### src/inc/tcpu_pkg.sv
// Package for the timer, counter and PWM unit: offsets, fields, types
package tcpu_pkg;

    // Avalon-MM slave geometry (byte address, word per register)
    localparam int          AVS_ADDR_W     = 10;
    localparam int          AVS_DATA_W     = 32;
    localparam int          AVS_BE_W       = 4;
    localparam int          REG_W          = 8;

    // Register indices; byte address is four times the index
    localparam logic [7:0]  IDX_LEG_CTRL   = 8'h88;
    localparam logic [7:0]  IDX_LEG_MODE   = 8'h89;
    localparam logic [7:0]  IDX_A_LOW      = 8'h8A;
    localparam logic [7:0]  IDX_B_LOW      = 8'h8B;
    localparam logic [7:0]  IDX_A_HIGH     = 8'h8C;
    localparam logic [7:0]  IDX_B_HIGH     = 8'h8D;
    localparam logic [7:0]  IDX_CLK_RATE   = 8'h8E;
    localparam logic [7:0]  IDX_PWM_FLAGS  = 8'h91;
    localparam logic [7:0]  IDX_PWM_CTRL   = 8'hA9;
    localparam logic [7:0]  IDX_B_PRE      = 8'hAA;
    localparam logic [7:0]  IDX_C_PRE      = 8'hAB;
    localparam logic [7:0]  IDX_B_DUTY     = 8'hAC;
    localparam logic [7:0]  IDX_C_DUTY     = 8'hAD;

    // Legacy control fields
    localparam int          LC_RUN_A       = 4;
    localparam int          LC_OVF_A       = 5;
    localparam int          LC_RUN_B       = 6;
    localparam int          LC_OVF_B       = 7;
    // Legacy mode fields, nibble per timer (a low, b high)
    localparam int          LM_MODE_LSB    = 0;
    localparam int          LM_CT          = 2;
    localparam int          LM_GATE        = 3;
    localparam int          LM_B_OFS       = 4;
    // Clock rate control fields
    localparam int          CR_SEL_A       = 3;
    localparam int          CR_SEL_B       = 4;
    localparam logic [2:0]  CR_STRETCH_RST = 3'h1;
    // PWM control fields
    localparam int          PC_B_MODE      = 0;
    localparam int          PC_B_RUN       = 1;
    localparam int          PC_C_MODE      = 2;
    localparam int          PC_C_RUN       = 3;
    localparam logic [7:0]  PC_WR_MASK     = 8'h0F;
    // PWM flag fields
    localparam int          PF_B           = 0;
    localparam int          PF_C           = 1;

    // Timing
    localparam logic [3:0]  DIV12_LAST     = 4'hB;
    localparam logic [1:0]  DIV4_LAST      = 2'h3;
    localparam logic [7:0]  SUBSTEP_LAST   = 8'hFE;

    typedef enum logic [1:0] {
        LM_13BIT   = 2'b00,
        LM_16BIT   = 2'b01,
        LM_RELOAD8 = 2'b10,
        LM_SPLIT   = 2'b11
    } tcpu_lmode_t;

    typedef struct packed {
        logic                    read;
        logic                    write;
        logic [AVS_ADDR_W-1:0]   address;
        logic [AVS_DATA_W-1:0]   writedata;
        logic [AVS_BE_W-1:0]     byteenable;
    } tcpu_avs_req_t;

    typedef struct packed {
        logic [1:0]              level;
        logic [1:0]              oe;
    } tcpu_pwm_pins_t;

endpackage : tcpu_pkg

### src/tcpu_timer_pwm.sv
// Two legacy timer/counters and two PWM-capable down timers with Avalon slave

// Notes on behaviour
// - Mode 1 counts sixteen bits, overflow past FFFF
// - Rollover to zero sets overflow flag
// - Count only ungated or gate pin deasserted
// - Mode 2 eight-bit low byte, reload from high
// - Timer a mode 3 splits; b mode 3 holds
// - Split low byte uses timer a controls
// - Split high byte timer-only, b run, b flag
// - Split: timer b runs by mode field
// - Split: timer b sources and gate still work
// - Each PWM timer has mode and run bits
// - Run cleared stops counter; timer mode preloads, PWM mode clears it
// - PWM mode forces pin to output
// - Sixteen-bit down counter, not readable
// - Reload is prescale high, low byte low
// - Underflow reloads and sets request flag
// - Interval is 255 clocks per count step
// - First interrupt one full interval after start
// - PWM mode never raises request
// - PWM period 255 times prescale plus one
// - Duty byte sets high time, zero low
// - Timer b on port bit 4, c bit 5
module tcpu_timer_pwm (
    // Clock and reset
    input  wire logic                   i_mclk,
    input  wire logic                   i_nrst,
    // Avalon-MM register slave
    input  wire tcpu_pkg::tcpu_avs_req_t i_avs,
    output logic [31:0]                 o_avs_readdata,
    output logic                        o_avs_waitrequest,
    // Asynchronous pins
    input  wire logic                   i_legacy_timer_a_count_input,
    input  wire logic                   i_legacy_timer_b_count_input,
    input  wire logic                   i_external_interrupt_a_pin_n,
    input  wire logic                   i_external_interrupt_b_pin_n,
    // Port three direction bits 4 and 5
    input  wire logic [1:0]             i_port_three_direction,
    // Pin drive and status
    output tcpu_pkg::tcpu_pwm_pins_t    o_pwm_pins,
    output logic [1:0]                  o_legacy_overflow_flags,
    output logic [1:0]                  o_pwm_interrupt_request,
    output logic                        o_baud_tick
);
    import tcpu_pkg::*;

    // ---------------- Bus slave state ----------------
    logic                ack_ff;
    logic                nxt_ack;
    logic [31:0]         rdata_ff;
    logic [31:0]         nxt_rdata;
    logic [7:0]          idx;
    logic                wr_go;
    logic [7:0]          wbyte;

    // ---------------- Pin synchronisers ----------------
    logic [3:0]          pin_raw;
    logic [3:0]          sync1_ff;
    logic [3:0]          sync2_ff;
    logic [3:0]          sync3_ff;
    logic [1:0]          fall_edge;

    // ---------------- Legacy timer state ----------------
    logic [3:0]          div_ff;
    logic [3:0]          nxt_div;
    logic [7:0]          lctrl_ff;
    logic [7:0]          nxt_lctrl;
    logic [7:0]          lmode_ff;
    logic [7:0]          nxt_lmode;
    logic [4:0]          crate_ff;
    logic [4:0]          nxt_crate;
    logic [7:0]          a_lo_ff;
    logic [7:0]          a_hi_ff;
    logic [7:0]          b_lo_ff;
    logic [7:0]          b_hi_ff;
    logic [7:0]          nxt_a_lo;
    logic [7:0]          nxt_a_hi;
    logic [7:0]          nxt_b_lo;
    logic [7:0]          nxt_b_hi;
    logic                baud_ff;
    logic                nxt_baud;

    // ---------------- PWM timer state ----------------
    logic [3:0]          pctrl_ff;
    logic [3:0]          nxt_pctrl;
    logic [7:0]          pre_ff   [2];
    logic [7:0]          duty_ff  [2];
    logic [7:0]          nxt_pre  [2];
    logic [7:0]          nxt_duty [2];
    logic [7:0]          sub_ff   [2];
    logic [7:0]          nxt_sub  [2];
    logic [15:0]         cnt_ff   [2];
    logic [15:0]         nxt_cnt  [2];
    logic [1:0]          req_ff;
    logic [1:0]          nxt_req;
    logic [1:0]          lvl_ff;
    logic [1:0]          nxt_lvl;
    logic [1:0]          oe_ff;
    logic [1:0]          nxt_oe;

    // Increment one legacy counter: {overflow, high, low}
    function automatic logic [16:0] f_step(
        input tcpu_lmode_t m,
        input logic [7:0]  lo,
        input logic [7:0]  hi
    );
        logic [16:0] r;
        logic [12:0] c13;
        logic [12:0] c13p;
        logic [15:0] c16p;
        c13  = {hi, lo[4:0]};
        c13p = c13 + 13'h1;
        c16p = {hi, lo} + 16'h1;
        unique case (m)
            LM_13BIT: begin
                // Upper three low-byte bits are left alone
                r = {&c13, c13p[12:5], lo[7:5], c13p[4:0]};
            end
            LM_16BIT: begin
                r = {&{hi, lo}, c16p};
            end
            LM_RELOAD8: begin
                r = {&lo, hi, (&lo) ? hi : lo + 8'h1};
            end
            LM_SPLIT: begin
                r = {&lo, hi, lo + 8'h1};
            end
        endcase
        return r;
    endfunction : f_step

    // ---------------- Bus slave ----------------
    // One wait state per access so read data can come from a flop
    assign idx               = i_avs.address[AVS_ADDR_W-1:2];
    assign o_avs_waitrequest = (i_avs.read | i_avs.write) & ~ack_ff;
    assign wr_go             = i_avs.write & ack_ff & i_avs.byteenable[0];
    assign wbyte             = i_avs.writedata[REG_W-1:0];
    assign o_avs_readdata    = rdata_ff;

    always_comb begin
        nxt_ack   = (i_avs.read | i_avs.write) & ~ack_ff;
        nxt_rdata = rdata_ff;
        if (i_avs.read && !ack_ff) begin
            nxt_rdata = '0;
            unique case (idx)
                IDX_LEG_CTRL:  nxt_rdata[7:0] = lctrl_ff;
                IDX_LEG_MODE:  nxt_rdata[7:0] = lmode_ff;
                IDX_A_LOW:     nxt_rdata[7:0] = a_lo_ff;
                IDX_B_LOW:     nxt_rdata[7:0] = b_lo_ff;
                IDX_A_HIGH:    nxt_rdata[7:0] = a_hi_ff;
                IDX_B_HIGH:    nxt_rdata[7:0] = b_hi_ff;
                IDX_CLK_RATE:  nxt_rdata[4:0] = crate_ff;
                IDX_PWM_FLAGS: nxt_rdata[1:0] = req_ff;
                IDX_PWM_CTRL:  nxt_rdata[3:0] = pctrl_ff;
                IDX_B_PRE:     nxt_rdata[7:0] = pre_ff[0];
                IDX_C_PRE:     nxt_rdata[7:0] = pre_ff[1];
                IDX_B_DUTY:    nxt_rdata[7:0] = duty_ff[0];
                IDX_C_DUTY:    nxt_rdata[7:0] = duty_ff[1];
                default:       nxt_rdata      = '0;
            endcase
        end
    end

    always_ff @(posedge i_mclk or negedge i_nrst) begin
        if (!i_nrst) begin
            ack_ff   <= 1'b0;
            rdata_ff <= '0;
        end else begin
            ack_ff   <= nxt_ack;
            rdata_ff <= nxt_rdata;
        end
    end

    // ---------------- Pin synchronisers ----------------
    assign pin_raw = {i_external_interrupt_b_pin_n,
                      i_external_interrupt_a_pin_n,
                      i_legacy_timer_b_count_input,
                      i_legacy_timer_a_count_input};
    // Edges are taken between second and third stage, never the first
    assign fall_edge = sync3_ff[1:0] & ~sync2_ff[1:0];

    always_ff @(posedge i_mclk or negedge i_nrst) begin
        if (!i_nrst) begin
            sync1_ff <= 4'hF;
            sync2_ff <= 4'hF;
            sync3_ff <= 4'hF;
        end else begin
            sync1_ff <= pin_raw;
            sync2_ff <= sync1_ff;
            sync3_ff <= sync2_ff;
        end
    end

    // ---------------- Legacy timers ----------------
    always_comb begin
        tcpu_lmode_t mode_a;
        tcpu_lmode_t mode_b;
        logic        tick4;
        logic        tick12;
        logic        src_a;
        logic        src_b;
        logic        gate_a;
        logic        gate_b;
        logic        en_a;
        logic        en_b;
        logic        en_hi;
        logic        set_a;
        logic        set_b;
        logic [16:0] st_a;
        logic [16:0] st_b;
        logic [8:0]  hi_p;
        en_b   = 1'b0;
        mode_a = tcpu_lmode_t'(lmode_ff[LM_MODE_LSB +: 2]);
        mode_b = tcpu_lmode_t'(lmode_ff[LM_B_OFS + LM_MODE_LSB +: 2]);
        tick12 = (div_ff == DIV12_LAST);
        tick4  = (div_ff[1:0] == DIV4_LAST);
        nxt_div = tick12 ? '0 : div_ff + 4'h1;

        src_a = lmode_ff[LM_CT] ? fall_edge[0]
              : (crate_ff[CR_SEL_A] ? tick4 : tick12);
        src_b = lmode_ff[LM_B_OFS + LM_CT] ? fall_edge[1]
              : (crate_ff[CR_SEL_B] ? tick4 : tick12);
        // Gate pins are active low: high means deasserted
        gate_a = ~lmode_ff[LM_GATE] | sync2_ff[2];
        gate_b = ~lmode_ff[LM_B_OFS + LM_GATE] | sync2_ff[3];

        en_a  = lctrl_ff[LC_RUN_A] & gate_a & src_a;
        // Split high byte: timer clock only, borrowed run bit
        en_hi = (mode_a == LM_SPLIT) & lctrl_ff[LC_RUN_B]
              & (crate_ff[CR_SEL_B] ? tick4 : tick12);
        if (mode_a == LM_SPLIT) begin
            en_b = (mode_b != LM_SPLIT) & gate_b & src_b;
        end else begin
            en_b = lctrl_ff[LC_RUN_B] & (mode_b != LM_SPLIT)
                 & gate_b & src_b;
        end
        st_a = f_step(mode_a, a_lo_ff, a_hi_ff);
        st_b = f_step(mode_b, b_lo_ff, b_hi_ff);
        hi_p = {1'b0, a_hi_ff} + 9'h1;

        nxt_a_lo = en_a ? st_a[7:0] : a_lo_ff;
        nxt_a_hi = a_hi_ff;
        if (mode_a == LM_SPLIT) begin
            nxt_a_hi = en_hi ? hi_p[7:0] : a_hi_ff;
        end else if (en_a) begin
            nxt_a_hi = st_a[15:8];
        end
        nxt_b_lo = en_b ? st_b[7:0]  : b_lo_ff;
        nxt_b_hi = en_b ? st_b[15:8] : b_hi_ff;
        set_a = en_a & st_a[16];
        // Split mode hands the timer b flag to the high byte
        set_b = (mode_a == LM_SPLIT) ? (en_hi & hi_p[8])
                                     : (en_b & st_b[16]);
        nxt_baud = en_b & st_b[16];
        nxt_lctrl = lctrl_ff;
        nxt_lmode = lmode_ff;
        nxt_crate = crate_ff;
        if (wr_go) begin
            unique case (idx)
                IDX_LEG_CTRL: nxt_lctrl = wbyte;
                IDX_LEG_MODE: nxt_lmode = wbyte;
                IDX_A_LOW:    nxt_a_lo  = wbyte;
                IDX_B_LOW:    nxt_b_lo  = wbyte;
                IDX_A_HIGH:   nxt_a_hi  = wbyte;
                IDX_B_HIGH:   nxt_b_hi  = wbyte;
                IDX_CLK_RATE: nxt_crate = wbyte[4:0];
                default: ;
            endcase
        end
        // A hardware set beats a simultaneous software clear
        nxt_lctrl[LC_OVF_A] = nxt_lctrl[LC_OVF_A] | set_a;
        nxt_lctrl[LC_OVF_B] = nxt_lctrl[LC_OVF_B] | set_b;
    end

    always_ff @(posedge i_mclk or negedge i_nrst) begin
        if (!i_nrst) begin
            div_ff   <= '0;
            lctrl_ff <= '0;
            lmode_ff <= '0;
            crate_ff <= {2'h0, CR_STRETCH_RST};
            a_lo_ff  <= '0;
            a_hi_ff  <= '0;
            b_lo_ff  <= '0;
            b_hi_ff  <= '0;
            baud_ff  <= 1'b0;
        end else begin
            div_ff   <= nxt_div;
            lctrl_ff <= nxt_lctrl;
            lmode_ff <= nxt_lmode;
            crate_ff <= nxt_crate;
            a_lo_ff  <= nxt_a_lo;
            a_hi_ff  <= nxt_a_hi;
            b_lo_ff  <= nxt_b_lo;
            b_hi_ff  <= nxt_b_hi;
            baud_ff  <= nxt_baud;
        end
    end

    assign o_legacy_overflow_flags = {lctrl_ff[LC_OVF_B], lctrl_ff[LC_OVF_A]};
    assign o_baud_tick             = baud_ff;

    // ---------------- PWM-capable timers ----------------
    always_comb begin
        logic [1:0]  pwm_mode;
        logic [1:0]  run;
        logic [1:0]  set_req;
        logic        step;
        logic [15:0] reload;
        logic [7:0]  sub_last;
        step      = 1'b0;
        reload    = '0;
        sub_last  = '0;
        pwm_mode  = {pctrl_ff[PC_C_MODE], pctrl_ff[PC_B_MODE]};
        run       = {pctrl_ff[PC_C_RUN],  pctrl_ff[PC_B_RUN]};
        set_req   = '0;
        nxt_pctrl = pctrl_ff;
        nxt_req   = req_ff;
        for (int n = 0; n < 2; n++) begin
            nxt_pre[n]  = pre_ff[n];
            nxt_duty[n] = duty_ff[n];
            reload   = {pre_ff[n], duty_ff[n]};
            // Timer mode: fixed 255-clock pre-stage; PWM: prescale+1
            sub_last = pwm_mode[n] ? pre_ff[n] : SUBSTEP_LAST;
            step     = (sub_ff[n] == sub_last);
            nxt_sub[n] = step ? '0 : sub_ff[n] + 8'h1;
            nxt_cnt[n] = cnt_ff[n];
            nxt_lvl[n] = 1'b0;
            if (!run[n]) begin
                // Timer mode held preloaded so the first interval is a full one; PWM mode held at zero
                nxt_sub[n] = '0;
                nxt_cnt[n] = pwm_mode[n] ? '0 : reload;
            end else if (pwm_mode[n]) begin
                // Low byte of the counter is the substep index
                if (step) begin
                    nxt_cnt[n] = (cnt_ff[n][7:0] == SUBSTEP_LAST)
                               ? '0 : cnt_ff[n] + 16'h1;
                end
                nxt_lvl[n] = (cnt_ff[n][7:0] < duty_ff[n]);
            end else if (step) begin
                if (cnt_ff[n] == '0) begin
                    nxt_cnt[n] = reload;
                    set_req[n] = 1'b1;
                end else begin
                    nxt_cnt[n] = cnt_ff[n] - 16'h1;
                end
            end
            // Pin turns output in PWM mode whatever the run bit says
            nxt_oe[n] = pwm_mode[n] | i_port_three_direction[n];
        end
        if (wr_go) begin
            unique case (idx)
                IDX_PWM_CTRL:  nxt_pctrl   = wbyte[3:0] & PC_WR_MASK[3:0];
                IDX_B_PRE:     nxt_pre[0]  = wbyte;
                IDX_C_PRE:     nxt_pre[1]  = wbyte;
                IDX_B_DUTY:    nxt_duty[0] = wbyte;
                IDX_C_DUTY:    nxt_duty[1] = wbyte;
                // Writing zero clears; writing one leaves the flag
                IDX_PWM_FLAGS: nxt_req     = req_ff & wbyte[1:0];
                default: ;
            endcase
        end
        nxt_req = nxt_req | set_req;
    end

    always_ff @(posedge i_mclk or negedge i_nrst) begin
        if (!i_nrst) begin
            pctrl_ff <= '0;
            req_ff   <= '0;
            lvl_ff   <= '0;
            oe_ff    <= '0;
            for (int n = 0; n < 2; n++) begin
                pre_ff[n]  <= '0;
                duty_ff[n] <= '0;
                sub_ff[n]  <= '0;
                cnt_ff[n]  <= '0;
            end
        end else begin
            pctrl_ff <= nxt_pctrl;
            req_ff   <= nxt_req;
            lvl_ff   <= nxt_lvl;
            oe_ff    <= nxt_oe;
            for (int n = 0; n < 2; n++) begin
                pre_ff[n]  <= nxt_pre[n];
                duty_ff[n] <= nxt_duty[n];
                sub_ff[n]  <= nxt_sub[n];
                cnt_ff[n]  <= nxt_cnt[n];
            end
        end
    end

    // Index 0 is port three bit 4, index 1 is bit 5
    assign o_pwm_pins.level        = lvl_ff;
    assign o_pwm_pins.oe           = oe_ff;
    assign o_pwm_interrupt_request = req_ff;

endmodule : tcpu_timer_pwm

### config.mk
export PLATFORM = sky130hd
export DESIGN_NAME = tcpu_timer_pwm
export DESIGN_NICKNAME = d
export VERILOG_FILES = /design/src/inc/tcpu_pkg.sv /design/src/tcpu_timer_pwm.sv
export SDC_FILE = /design/constraint.sdc
export NUM_CORES = 1
export LEC_CHECK = 0
export ABC_AREA = 1
export BUFFER_PORTS_ARGS = -buffer_cell sky130_fd_sc_hd__clkbuf_2
export CAP_MARGIN = 20
export CORE_MARGIN = 3
export CORE_UTILIZATION = 30
export DETAILED_ROUTE_END_ITERATION = 12
export PLACE_DENSITY = 0.49
export SYNTH_ARGS = -nofsm -noshare
export SYNTH_HDL_FRONTEND = slang
export SYNTH_SLANG_ARGS = --single-unit
### constraint.sdc
create_clock -name i_mclk -period 2.1 [get_ports i_mclk]
set_clock_uncertainty 0.1 [all_clocks]
set_input_delay 0.105 -clock i_mclk [delete_from_list [all_inputs] [get_ports i_mclk]]
set_output_delay 0.105 -clock i_mclk [all_outputs]
set_load 0.03 [all_outputs]
# Word-level counts from Yosys, hierarchy flattened
# Index checks and enable logic that the tools add are counted.
# classes
mux,65
div_mod_pow,0
shift,0
n_addsub,14
reduce_logical,20
multipliers,0
order_cmp,2
n_eq_ne,28
n_bitwise,29
# ops
cell,count
$mux W16,14
$mux W8,24
$pmux W17 S4,2
$eq A8 B8 Y1 const B,15
$add A16 B1 Y16 const B,4
$add A8 B1 Y8 const B,4
$logic_not A16 Y1,2
$reduce_and A16 Y1,2
$sub A16 B1 Y16 const B,2
$pmux W3 S10,1
$add A13 B1 Y13 const B,2
$pmux W2 S13,1
$reduce_and A13 Y1,2
$pmux W2 S12,1
$mux W1,18
$eq A8 B8 Y1,2
$lt A8 B8 Y1,2
$reduce_and A2 Y1,8
$reduce_and A8 Y1,2
$and A1 B1 Y1,15
$pmux W1 S11,1
$eq A2 B2 Y1 const B,5
$add A8 B1 Y9 const B,1
$or A1 B1 Y1,7
14 further kinds,21
# totals
register_bits,167
elab_cells,185
romBits,0
mem_bits_rw,0
output_inout_bits,42
in_bits,56
n_memories,0
latch_bits,0

# Logic depth before layout (Yosys ltp)
# Gate-level depths: netlist of the first run.
# logic_depth
ltp_word,8
mapped_depth,13
depth_no_buf,13

# Worst setup path before layout of the first run
# Ideal clock, no wire load.
# synth_path
kind,reg2reg
start,register cnt_ff[0] (netlist bit)
end,register cnt_ff[14] (netlist bit)
stages_incl_launch_ff,13
period_less_slack_ps,1782
setup_slack_ps,318
n_path_buf,1
arrival_ps,1565
setup_ps,117
t_required_ps,1883
path_cell_list,dfrtp_1 > inv_1 > ha_1 > nand3_1 > nor2_4 > nand2_2 > buf_6 > o21ai_2 > inv_1 > nand2_1 > nand3_1 > nor2_1 > nor2_1
# synth_between
elab_chain_len,5
word_cells_on_any_way,10
classes_between,2 x add/sub; 1 x eq/ne; 6 x mux; 1 x reduce/logical
# synth_lines
element,line_no,rtl
"start, declared",tcpu_timer_pwm.sv:93,logic [15:0] cnt_ff [2];
"start signal, assigned by index",tcpu_timer_pwm.sv:387,cnt_ff[n] <= nxt_cnt[n];
$sub A16 B1 Y16 (tied with other cells),tcpu_timer_pwm.sv:345,nxt_cnt[n] = cnt_ff[n] - 16'h1;
$mux W16 (on tied branches),"tcpu_timer_pwm.sv:341, tcpu_timer_pwm.sv:337",
$mux W16 (on tied branches),"tcpu_timer_pwm.sv:340, tcpu_timer_pwm.sv:335",
$mux W16 (*),tcpu_timer_pwm.sv:333,end else if (pwm_mode[n]) begin
$mux W16 (*),tcpu_timer_pwm.sv:329,if (!run[n]) begin
# Every way passes the cells marked *; elsewhere a longest branch is shown, timed or not. The select of a mux whose other input is x is not followed.
# A chain may end at the register's enable or synchronous reset.

# Final worst setup path of the first run
# layout_path
start,register a_hi_ff[1]
end,register lctrl_ff[5]
# layout_between
elab_chain_len,4
word_cells_on_any_way,5
classes_between,1 x mux; 2 x bitwise; 2 x reduce/logical
# layout_lines
element,line_no,rtl
"start, declared",tcpu_timer_pwm.sv:74,logic [7:0] a_hi_ff;
"start signal, assigned",tcpu_timer_pwm.sv:293,a_hi_ff <= nxt_a_hi;
$reduce_and A16 Y1 or $reduce_and A13 Y1 (tied branches),"tcpu_timer_pwm.sv:121, tcpu_timer_pwm.sv:118",
$pmux W17 S4 (*),tcpu_timer_pwm.sv:115,unique case (m)
$and A1 B1 Y1 (*),tcpu_timer_pwm.sv:251,set_a = en_a & st_a[16];
$or A1 B1 Y1 (*),tcpu_timer_pwm.sv:272,nxt_lctrl[LC_OVF_A] = nxt_lctrl[LC_OVF_A] | set_a;
net nxt_lctrl[5],tcpu_timer_pwm.sv:68,logic [7:0] nxt_lctrl;
"end signal, assigned",tcpu_timer_pwm.sv:289,lctrl_ff <= nxt_lctrl;
"end, declared",tcpu_timer_pwm.sv:67,logic [7:0] lctrl_ff;
# The timed path passes the listed nets; every way through them passes the cells marked *.

==> results.cfg, run 1 <==
[run_status]
run_status = finished clean

[floorplan]
die_y_um = 206
design.portCount = 98
core-area_um2 = 39100
floorplan.initialDensity = 0.307
rows = 72
dieArea_um2 = 42400
width_of_the_die_um = 206

[worst_setup_path]
critical_path.max_stage_delay_ns = 0.45
worstPathMaxFanout = 5
startpoint_type = flop
crit_path_cell_trace = ha_2 -> inv_1 -> nor4_1 -> nor2_1 -> o21ai_0 -> o211ai_1 -> nand2_1
cp_data_arrival_time_ns = 2.23
slowest_stage = sky130_fd_sc_hd__dfrtp_1
timing.setup.critical_path_class = reg -> reg
worstPathRequired_ns = 2.38
worstSetupEndpointType = flop

[synthesis]
synth_cell_type_count = 53
synth_warnings = 0
synth_sequential_area_ratio = 0.350
number_of_flops_mapped_to_enable_cells_by_yosys = 0
synth-async-reset-ratio = 1.00
flip_flop_and_latch_count_after_synthesis = 167
netlist_top_cells_area = sky130_fd_sc_hd__dfrtp_1 (33%), sky130_fd_sc_hd__nand2_1 (13%), sky130_fd_sc_hd__nand3_1 (7.1%)
synth.avg_cell_area_um2 = 6.87
synth_largest_area_cell = sky130_fd_sc_hd__dfrtp_1
post_synth_instance_area_um2 = 12000
netlist.area_leader.share = 0.326
synth_cells = 1745
dominantRegCellSynth = sky130_fd_sc_hd__dfrtp_1

[detailed_routing]
drt_first_pass_iters = 5
avgViaCountPerCell = 5.00
detail-route-antenna-nets = 0
route.final.wire_length_mm = 41.4
post-route-drc-count = 0
detailroute.via_count = 11995
dr.first_iter.drc_count = 1029
wl_per_cell_um = 17.2

[sta]
layout_min_cycle_time_ns = 1.94
final-hold-violation-count = 0
setup_total_negative_slack_ns = 0
fin_worst_hold_slack_ns = 0.0620
unrepaired_setup_endpoints_after_global_routing = yes
worstMarginPinSlew_ns = 0.682
finalSetupViolations = 0
period_share = 0.926
slew_headroom = 0.545
max_freq_mhz = 514
final-max-slew-violation-count = 0

[clocking]
max-clock-path-buffers = 2
numClockSinks = 167
tritoncts.num_buffers = 17
ctsRootBufferMaster = sky130_fd_sc_hd__clkbuf_16
htreeDepth = 4
worst_skew_pair.late_latency_ns = 0.45
cts_tree = built
clkTransAtPathRegs_ns = 0.07

[pwr]
leakage_nw = 6.80
p_per_area_nw_per_um2 = 570
irDropWorstVdd_v = 0.000465

[global_route]
wire_length_of_the_first_global_routing_pass_mm = 65.2
maximum_number_of_pins_on_one_net_before_global_route_repair = 54
grt_antenna_before_repair = 0
first_global_vias = 11581
track_usage = 0.197
grt_overflow = 0

[cells_and_area]
inserted_diodes = 0
finalNetCount = 1953
layout_commonest_cell = sky130_fd_sc_hd__nand2_1
post_route_cells_drive_above_1_share = 0.155
fin_util = 0.358
mostFrequentLayoutCells = sky130_fd_sc_hd__nand2_1 (410), sky130_fd_sc_hd__nor2_1 (200), sky130_fd_sc_hd__inv_1 (189), sky130_fd_sc_hd__nand3_1 (170), sky130_fd_sc_hd__dfrtp_1 (150)
syn2layout_area_growth_pct = 16.9

[placement]
estimated_wirelength_of_the_detail_placed_design_mm = 31.1
last_weighted_congestion_value_of_the_routability_driven_placer = 0.919
io_buffer_count = 44

[job]
cap_viol_max_count = 0

[min_path]
min-delay-path-class = in -> async
==> report_power, final <==
part / internal [mW] / leakage (nW) / switching (mW) / total (mW)
clock network: 1.71 / 0.269 / 1.48 / 3.20
logic: 0.462 / 4.40 / 0.952 / 1.41
registers: 3.29 / 2.13 / 0.0855 / 3.38
total: 5.47 / 6.80 / 2.52 / 7.99
==> path summary, 6_finish.rpt <==
path | from | to | slack [ns] | cells after the start
min | i_nrst | lmode_ff[4] | 0.06 | 2
min reg2reg | sync1_ff[1] | sync2_ff[1] | 0.26 | 0
max in group asynchronous | i_nrst | sync3_ff[1] | 1.13 | 3
max | a_hi_ff[1] | lctrl_ff[5] | 0.16 | 7
min in group i_mclk | i_avs[38] | b_lo_ff[3] | 0.13 | 5
max reg2reg | a_hi_ff[1] | lctrl_ff[5] | 0.16 | 7
==> stage by stage <==
stage          power (mW)  setup WS [ns]  std cells  instance area [um2]
2_1_floorplan        4.34          0.318       1768                12100
3_3_place_gp         4.80         0.0934       2342                13100
3_5_place_dp         4.79          0.104       2342                13100
4_1_cts              8.03         0.0879       2391                13900
5_1_grt              8.36       -0.00211       2400                14000
6_report             7.99          0.155       2400                14000
==> what timing repair did <==
action / in CTS / in global routing
resized for setup: 0 / 28
hold buffers: 17 / 0
setup buffers: 0 / 9
endpoints found under the hold margin: 181 / 0
endpoints found under the setup margin: 0 / 43
==> Yosys cell counts (31+ instances only) <==
cell,count
sky130_fd_sc_hd__nand2_1,412
sky130_fd_sc_hd__nor2_1,203
sky130_fd_sc_hd__inv_1,193
sky130_fd_sc_hd__nand3_1,171
sky130_fd_sc_hd__dfrtp_1,156
sky130_fd_sc_hd__o21ai_0,106
sky130_fd_sc_hd__a21oi_1,78
sky130_fd_sc_hd__o21ai_1,43
sky130_fd_sc_hd__buf_4,39
sky130_fd_sc_hd__o22ai_1,31
==> final cells by class <==
type | count | area, um2
clock buffers | 23 | 468
clock inverters | 9 | 93.8
fillers | 4248 | 25100
inverters | 214 | 811
multi-input cells | 1312 | 6630
flip-flops and latches | 167 | 4200
well taps | 518 | 648
repair buffers | 157 | 1160
==> worst max-delay path, delay by kind of cell (launching register included) <==
kind	cells	cell delay (ns)
fa+ha+maj	1	0.26
compound gates	2	0.37
simple gates	3	0.61
flops	1	0.45
buf+inv	1	0.08
==> flip-flops by register name, indices dropped and copies added, names as in the netlist, 2 cells and up <==
signal                   cells
pctrl_ff                     4
sync1_ff                     4
lvl_ff                       2
a_lo_ff                      8
o_pwm_interrupt_request      2
lctrl_ff                     8
sync3_ff                     2
pre_ff                      16
a_hi_ff                      8
b_hi_ff                      8
sub_ff                      16
o_avs_readdata               8
duty_ff                     16
sync2_ff                     4
div_ff                       4
lmode_ff                     8
crate_ff                     5
b_lo_ff                      8
cnt_ff                      32
oe_ff                        2
==> kinds of logic (layout without fill, tap and decap cells) <==
group	after synthesis	count (layout)	synth area share
simple gates	914	914	0.341
xor+xnor	35	35	0.0256
other cells	1	24	0.000313
compound gates	311	311	0.144
buf+inv	289	403	0.110
flops	167	167	0.350
fa+ha+maj	28	28	0.0292
==> routing by layer <==
layer / global-route usage / vias up / share of wire
li1: - / 5914 / -
met1: 0.270 / 5699 / 0.47
met2: 0.330 / 336 / 0.47
met3: 0.0287 / 46 / 0.046
met4: 0.0468 / 0 / 0.017
met5: 0 / - / 0
Note: power is estimated with default switching activity, not from simulation.
==> run 2: changes to the inputs <==
--- a/config.mk
+++ b/config.mk
@@ -12,6 +12,8 @@
 export CORE_UTILIZATION = 30
 export DETAILED_ROUTE_END_ITERATION = 12
 export PLACE_DENSITY = 0.49
+export RECOVER_POWER = 100
+export SETUP_SLACK_MARGIN = 0.4
 export SYNTH_ARGS = -nofsm -noshare
 export SYNTH_HDL_FRONTEND = slang
 export SYNTH_SLANG_ARGS = --single-unit
==> constraint.sdc (replaced) <==
create_clock -name i_mclk -period 2.1 [get_ports i_mclk]
set_clock_uncertainty 0.1 [all_clocks]
set_input_delay 0.105 -clock i_mclk [delete_from_list [all_inputs] [get_ports i_mclk]]
set_output_delay 0.105 -clock i_mclk [all_outputs]
set_load 0.02 [all_outputs]
==> run 2 against run 1 <==
Compared with the run above: hold slack got worse by 0.0031 ns; clock-buffer cell count decreased by 3; final cell count increased by 4.6%; maximum frequency increased by 0.21%; setup slack improved by 0.0041 ns; clock power shrank 3%; power up 5.3%; non-clock buffer count up 107; register-to-register slack about the same; via count rose by 7.3%; combinational power is 36% higher.
==> results.cfg, run 2 (synthesis results as in run 1) <==
[detailed_routing]
post-route-drc-count = 0
dr.first_iter.drc_count = 965
wl_per_cell_um = 18.1
avgViaCountPerCell = 5.13
drt_first_pass_iters = 5
detailroute.via_count = 12875
route.final.wire_length_mm = 45.6
detail-route-antenna-nets = 0

[cells_and_area]
fin_cells = 2511
mostFrequentLayoutCells = sky130_fd_sc_hd__nand2_1 (361), sky130_fd_sc_hd__inv_1 (175), sky130_fd_sc_hd__nor2_1 (151), sky130_fd_sc_hd__buf_4 (145), sky130_fd_sc_hd__nand3_1 (138)
post-route-cell-area_um2 = 16400
registers.top_by_ff_count = cnt_ff
largest_register_ffs = 32
inserted_diodes = 0
finalNetCount = 2064
syn2layout_area_growth_pct = 37.2
post_route_cells_drive_above_1_share = 0.314
layout_commonest_cell = sky130_fd_sc_hd__nand2_1

[sta]
period_share = 0.924
final-hold-violation-count = 0
worstMarginPinSlew_ns = 0.984
slew_headroom = 0.344
final-max-slew-violation-count = 0
finalSetupViolations = 0
setup_total_negative_slack_ns = 0
layout_min_cycle_time_ns = 1.94
unrepaired_setup_endpoints_after_global_routing = yes
max_freq_mhz = 515

[placement]
io_buffer_count = 44
placed_instance_area_um2 = 13100
numPlacedInstances = 2344
estimated_wirelength_of_the_detail_placed_design_mm = 31.5
last_weighted_congestion_value_of_the_routability_driven_placer = 0.916

[pwr]
leakage_nw = 7.60
p_per_area_nw_per_um2 = 512
irDropWorstVdd_v = 0.000563

[worst_setup_path]
r2r_end = cnt_ff[19]
worstPathRequired_ns = 2.34
worstPathMaxFanout = 8
critical_path.reg2reg.startpoint = pctrl_ff[0]
worstSetupEndpointType = flop
startpoint_type = flop
cells_on_worst_reg2reg_path = 12
timing.setup.critical_path_class = reg -> reg
reg2reg_setup_slack_ns = 0.16
cp_data_arrival_time_ns = 2.19

[floorplan]
width_of_the_die_um = 206
die_y_um = 206
core-area_um2 = 39100
dieArea_um2 = 42400
design.portCount = 98
floorplan.initialDensity = 0.307
rows = 72

[clocking]
cts_tree = built
htreeDepth = 4
clkTransAtPathRegs_ns = 0.07
numClockSinks = 167
worst_skew_pair.late_latency_ns = 0.45
max-clock-path-buffers = 2
ctsRootBufferMaster = sky130_fd_sc_hd__clkbuf_16
tritoncts.num_buffers = 17

[global_route]
wire_length_of_the_first_global_routing_pass_mm = 68.8
first_global_vias = 12049
grt_overflow = 0
track_usage = 0.209
grt_antenna_before_repair = 0
maximum_number_of_pins_on_one_net_before_global_route_repair = 53

[min_path]
min-delay-path-class = in -> async

[job]
cap_viol_max_count = 0

[run_status]
run_status = finished clean
==> run 2: cell types whose count changed in the layout (fill, tap and decap cells not counted), moves of 27 or more <==
| cell | previous run | this run |
|---|---|---|
| sky130_fd_sc_hd__buf_4 | 93 | 145 |
| sky130_fd_sc_hd__nand2_1 | 410 | 361 |
| sky130_fd_sc_hd__nor2_1 | 200 | 151 |
| sky130_fd_sc_hd__nand3_1 | 170 | 138 |
| sky130_fd_sc_hd__buf_6 | 0 | 31 |
| sky130_fd_sc_hd__nor2_4 | 13 | 44 |
| sky130_fd_sc_hd__nand2_2 | 19 | 48 |
| sky130_fd_sc_hd__a21oi_1 | 78 | 51 |
==> run 2: critical path, stage by stage, from the launching register on <==
cell	delay [ns]
sky130_fd_sc_hd__dfrtp_2	0.43
sky130_fd_sc_hd__buf_12	0.15
sky130_fd_sc_hd__nand2_1	0.08
sky130_fd_sc_hd__xor2_1	0.14
sky130_fd_sc_hd__nand2_1	0.07
sky130_fd_sc_hd__nor2_2	0.09
sky130_fd_sc_hd__nand2_1	0.08
sky130_fd_sc_hd__nand2_1	0.14
sky130_fd_sc_hd__buf_12	0.15
sky130_fd_sc_hd__clkbuf_1	0.15
sky130_fd_sc_hd__o21ai_2	0.07
sky130_fd_sc_hd__nor2_1	0.11
sky130_fd_sc_hd__nor2_1	0.05
==> run 2: repair_timing <==
action	CTS	global route
cloned	7	1
hold buffers	17	0
setup endpoints to repair	105	95
resized for setup	247	262
endpoints found under the hold margin	171	0
pin swaps	70	108
setup buffers	60	50
==> run 2: layer usage <==
layer / GRT usage / vias up / wire (um)
met5: 0 / - / 0
met4: 0.0587 / 0 / 1130
met3: 0.0339 / 76 / 2470
met2: 0.347 / 409 / 21900
li1: - / 6163 / -
met1: 0.284 / 6227 / 20100
==> run 2: worst max path at each step <==
| stage | cells past startpoint | start | to | slack, ns |
|---|---|---|---|---|
| 2_1_floorplan | 12 | cnt_ff[0] | cnt_ff[14] | 0.40 |
| 3_3_place_gp | 6 | pctrl_ff[2] | cnt_ff[12] | 0.11 |
| 3_5_place_dp | 6 | pctrl_ff[2] | cnt_ff[12] | 0.09 |
| 4_1_cts | 12 | pctrl_ff[0] | cnt_ff[20] | 0.29 |
| 5_1_grt | 10 | cnt_ff[17] | cnt_ff[20] | 0.08 |
| 6_report | 12 | pctrl_ff[0] | cnt_ff[19] | 0.16 |
==> run 2: power by group <==
group	switching, mW	total [mW]	leakage (nW)	internal, mW
Sequential	0.0923	3.39	2.10	3.29
Combinational	1.17	1.92	5.23	0.755
Clock	1.50	3.10	0.269	1.60
==> run 2: stage by stage <==
stage	power, mW	worst slack (ns)	util	hold slack, ns
after CTS	8.28	0.289	0.391	0.0331
after floorplan	4.31	0.399	-	-0.291
after detailed placement	4.78	0.0888	0.336	0.00556
final	8.41	0.159	0.420	0.0588
after global routing	8.78	0.0826	0.420	0.0893
after global placement	4.77	0.111	0.336	0.00276
==> run 2: final cells by class <==
| cell class | count | area (um2) |
|---|---|---|
| sequential | 167 | 4230 |
| timing repair inverter | 1 | 5.00 |
| multi-input combinational | 1315 | 7970 |
| fill | 4012 | 22700 |
| clock inverter | 12 | 93.8 |
| timing repair buffer | 264 | 2170 |
| clock buffer | 20 | 457 |
| tap | 518 | 648 |
| inverter | 214 | 867 |
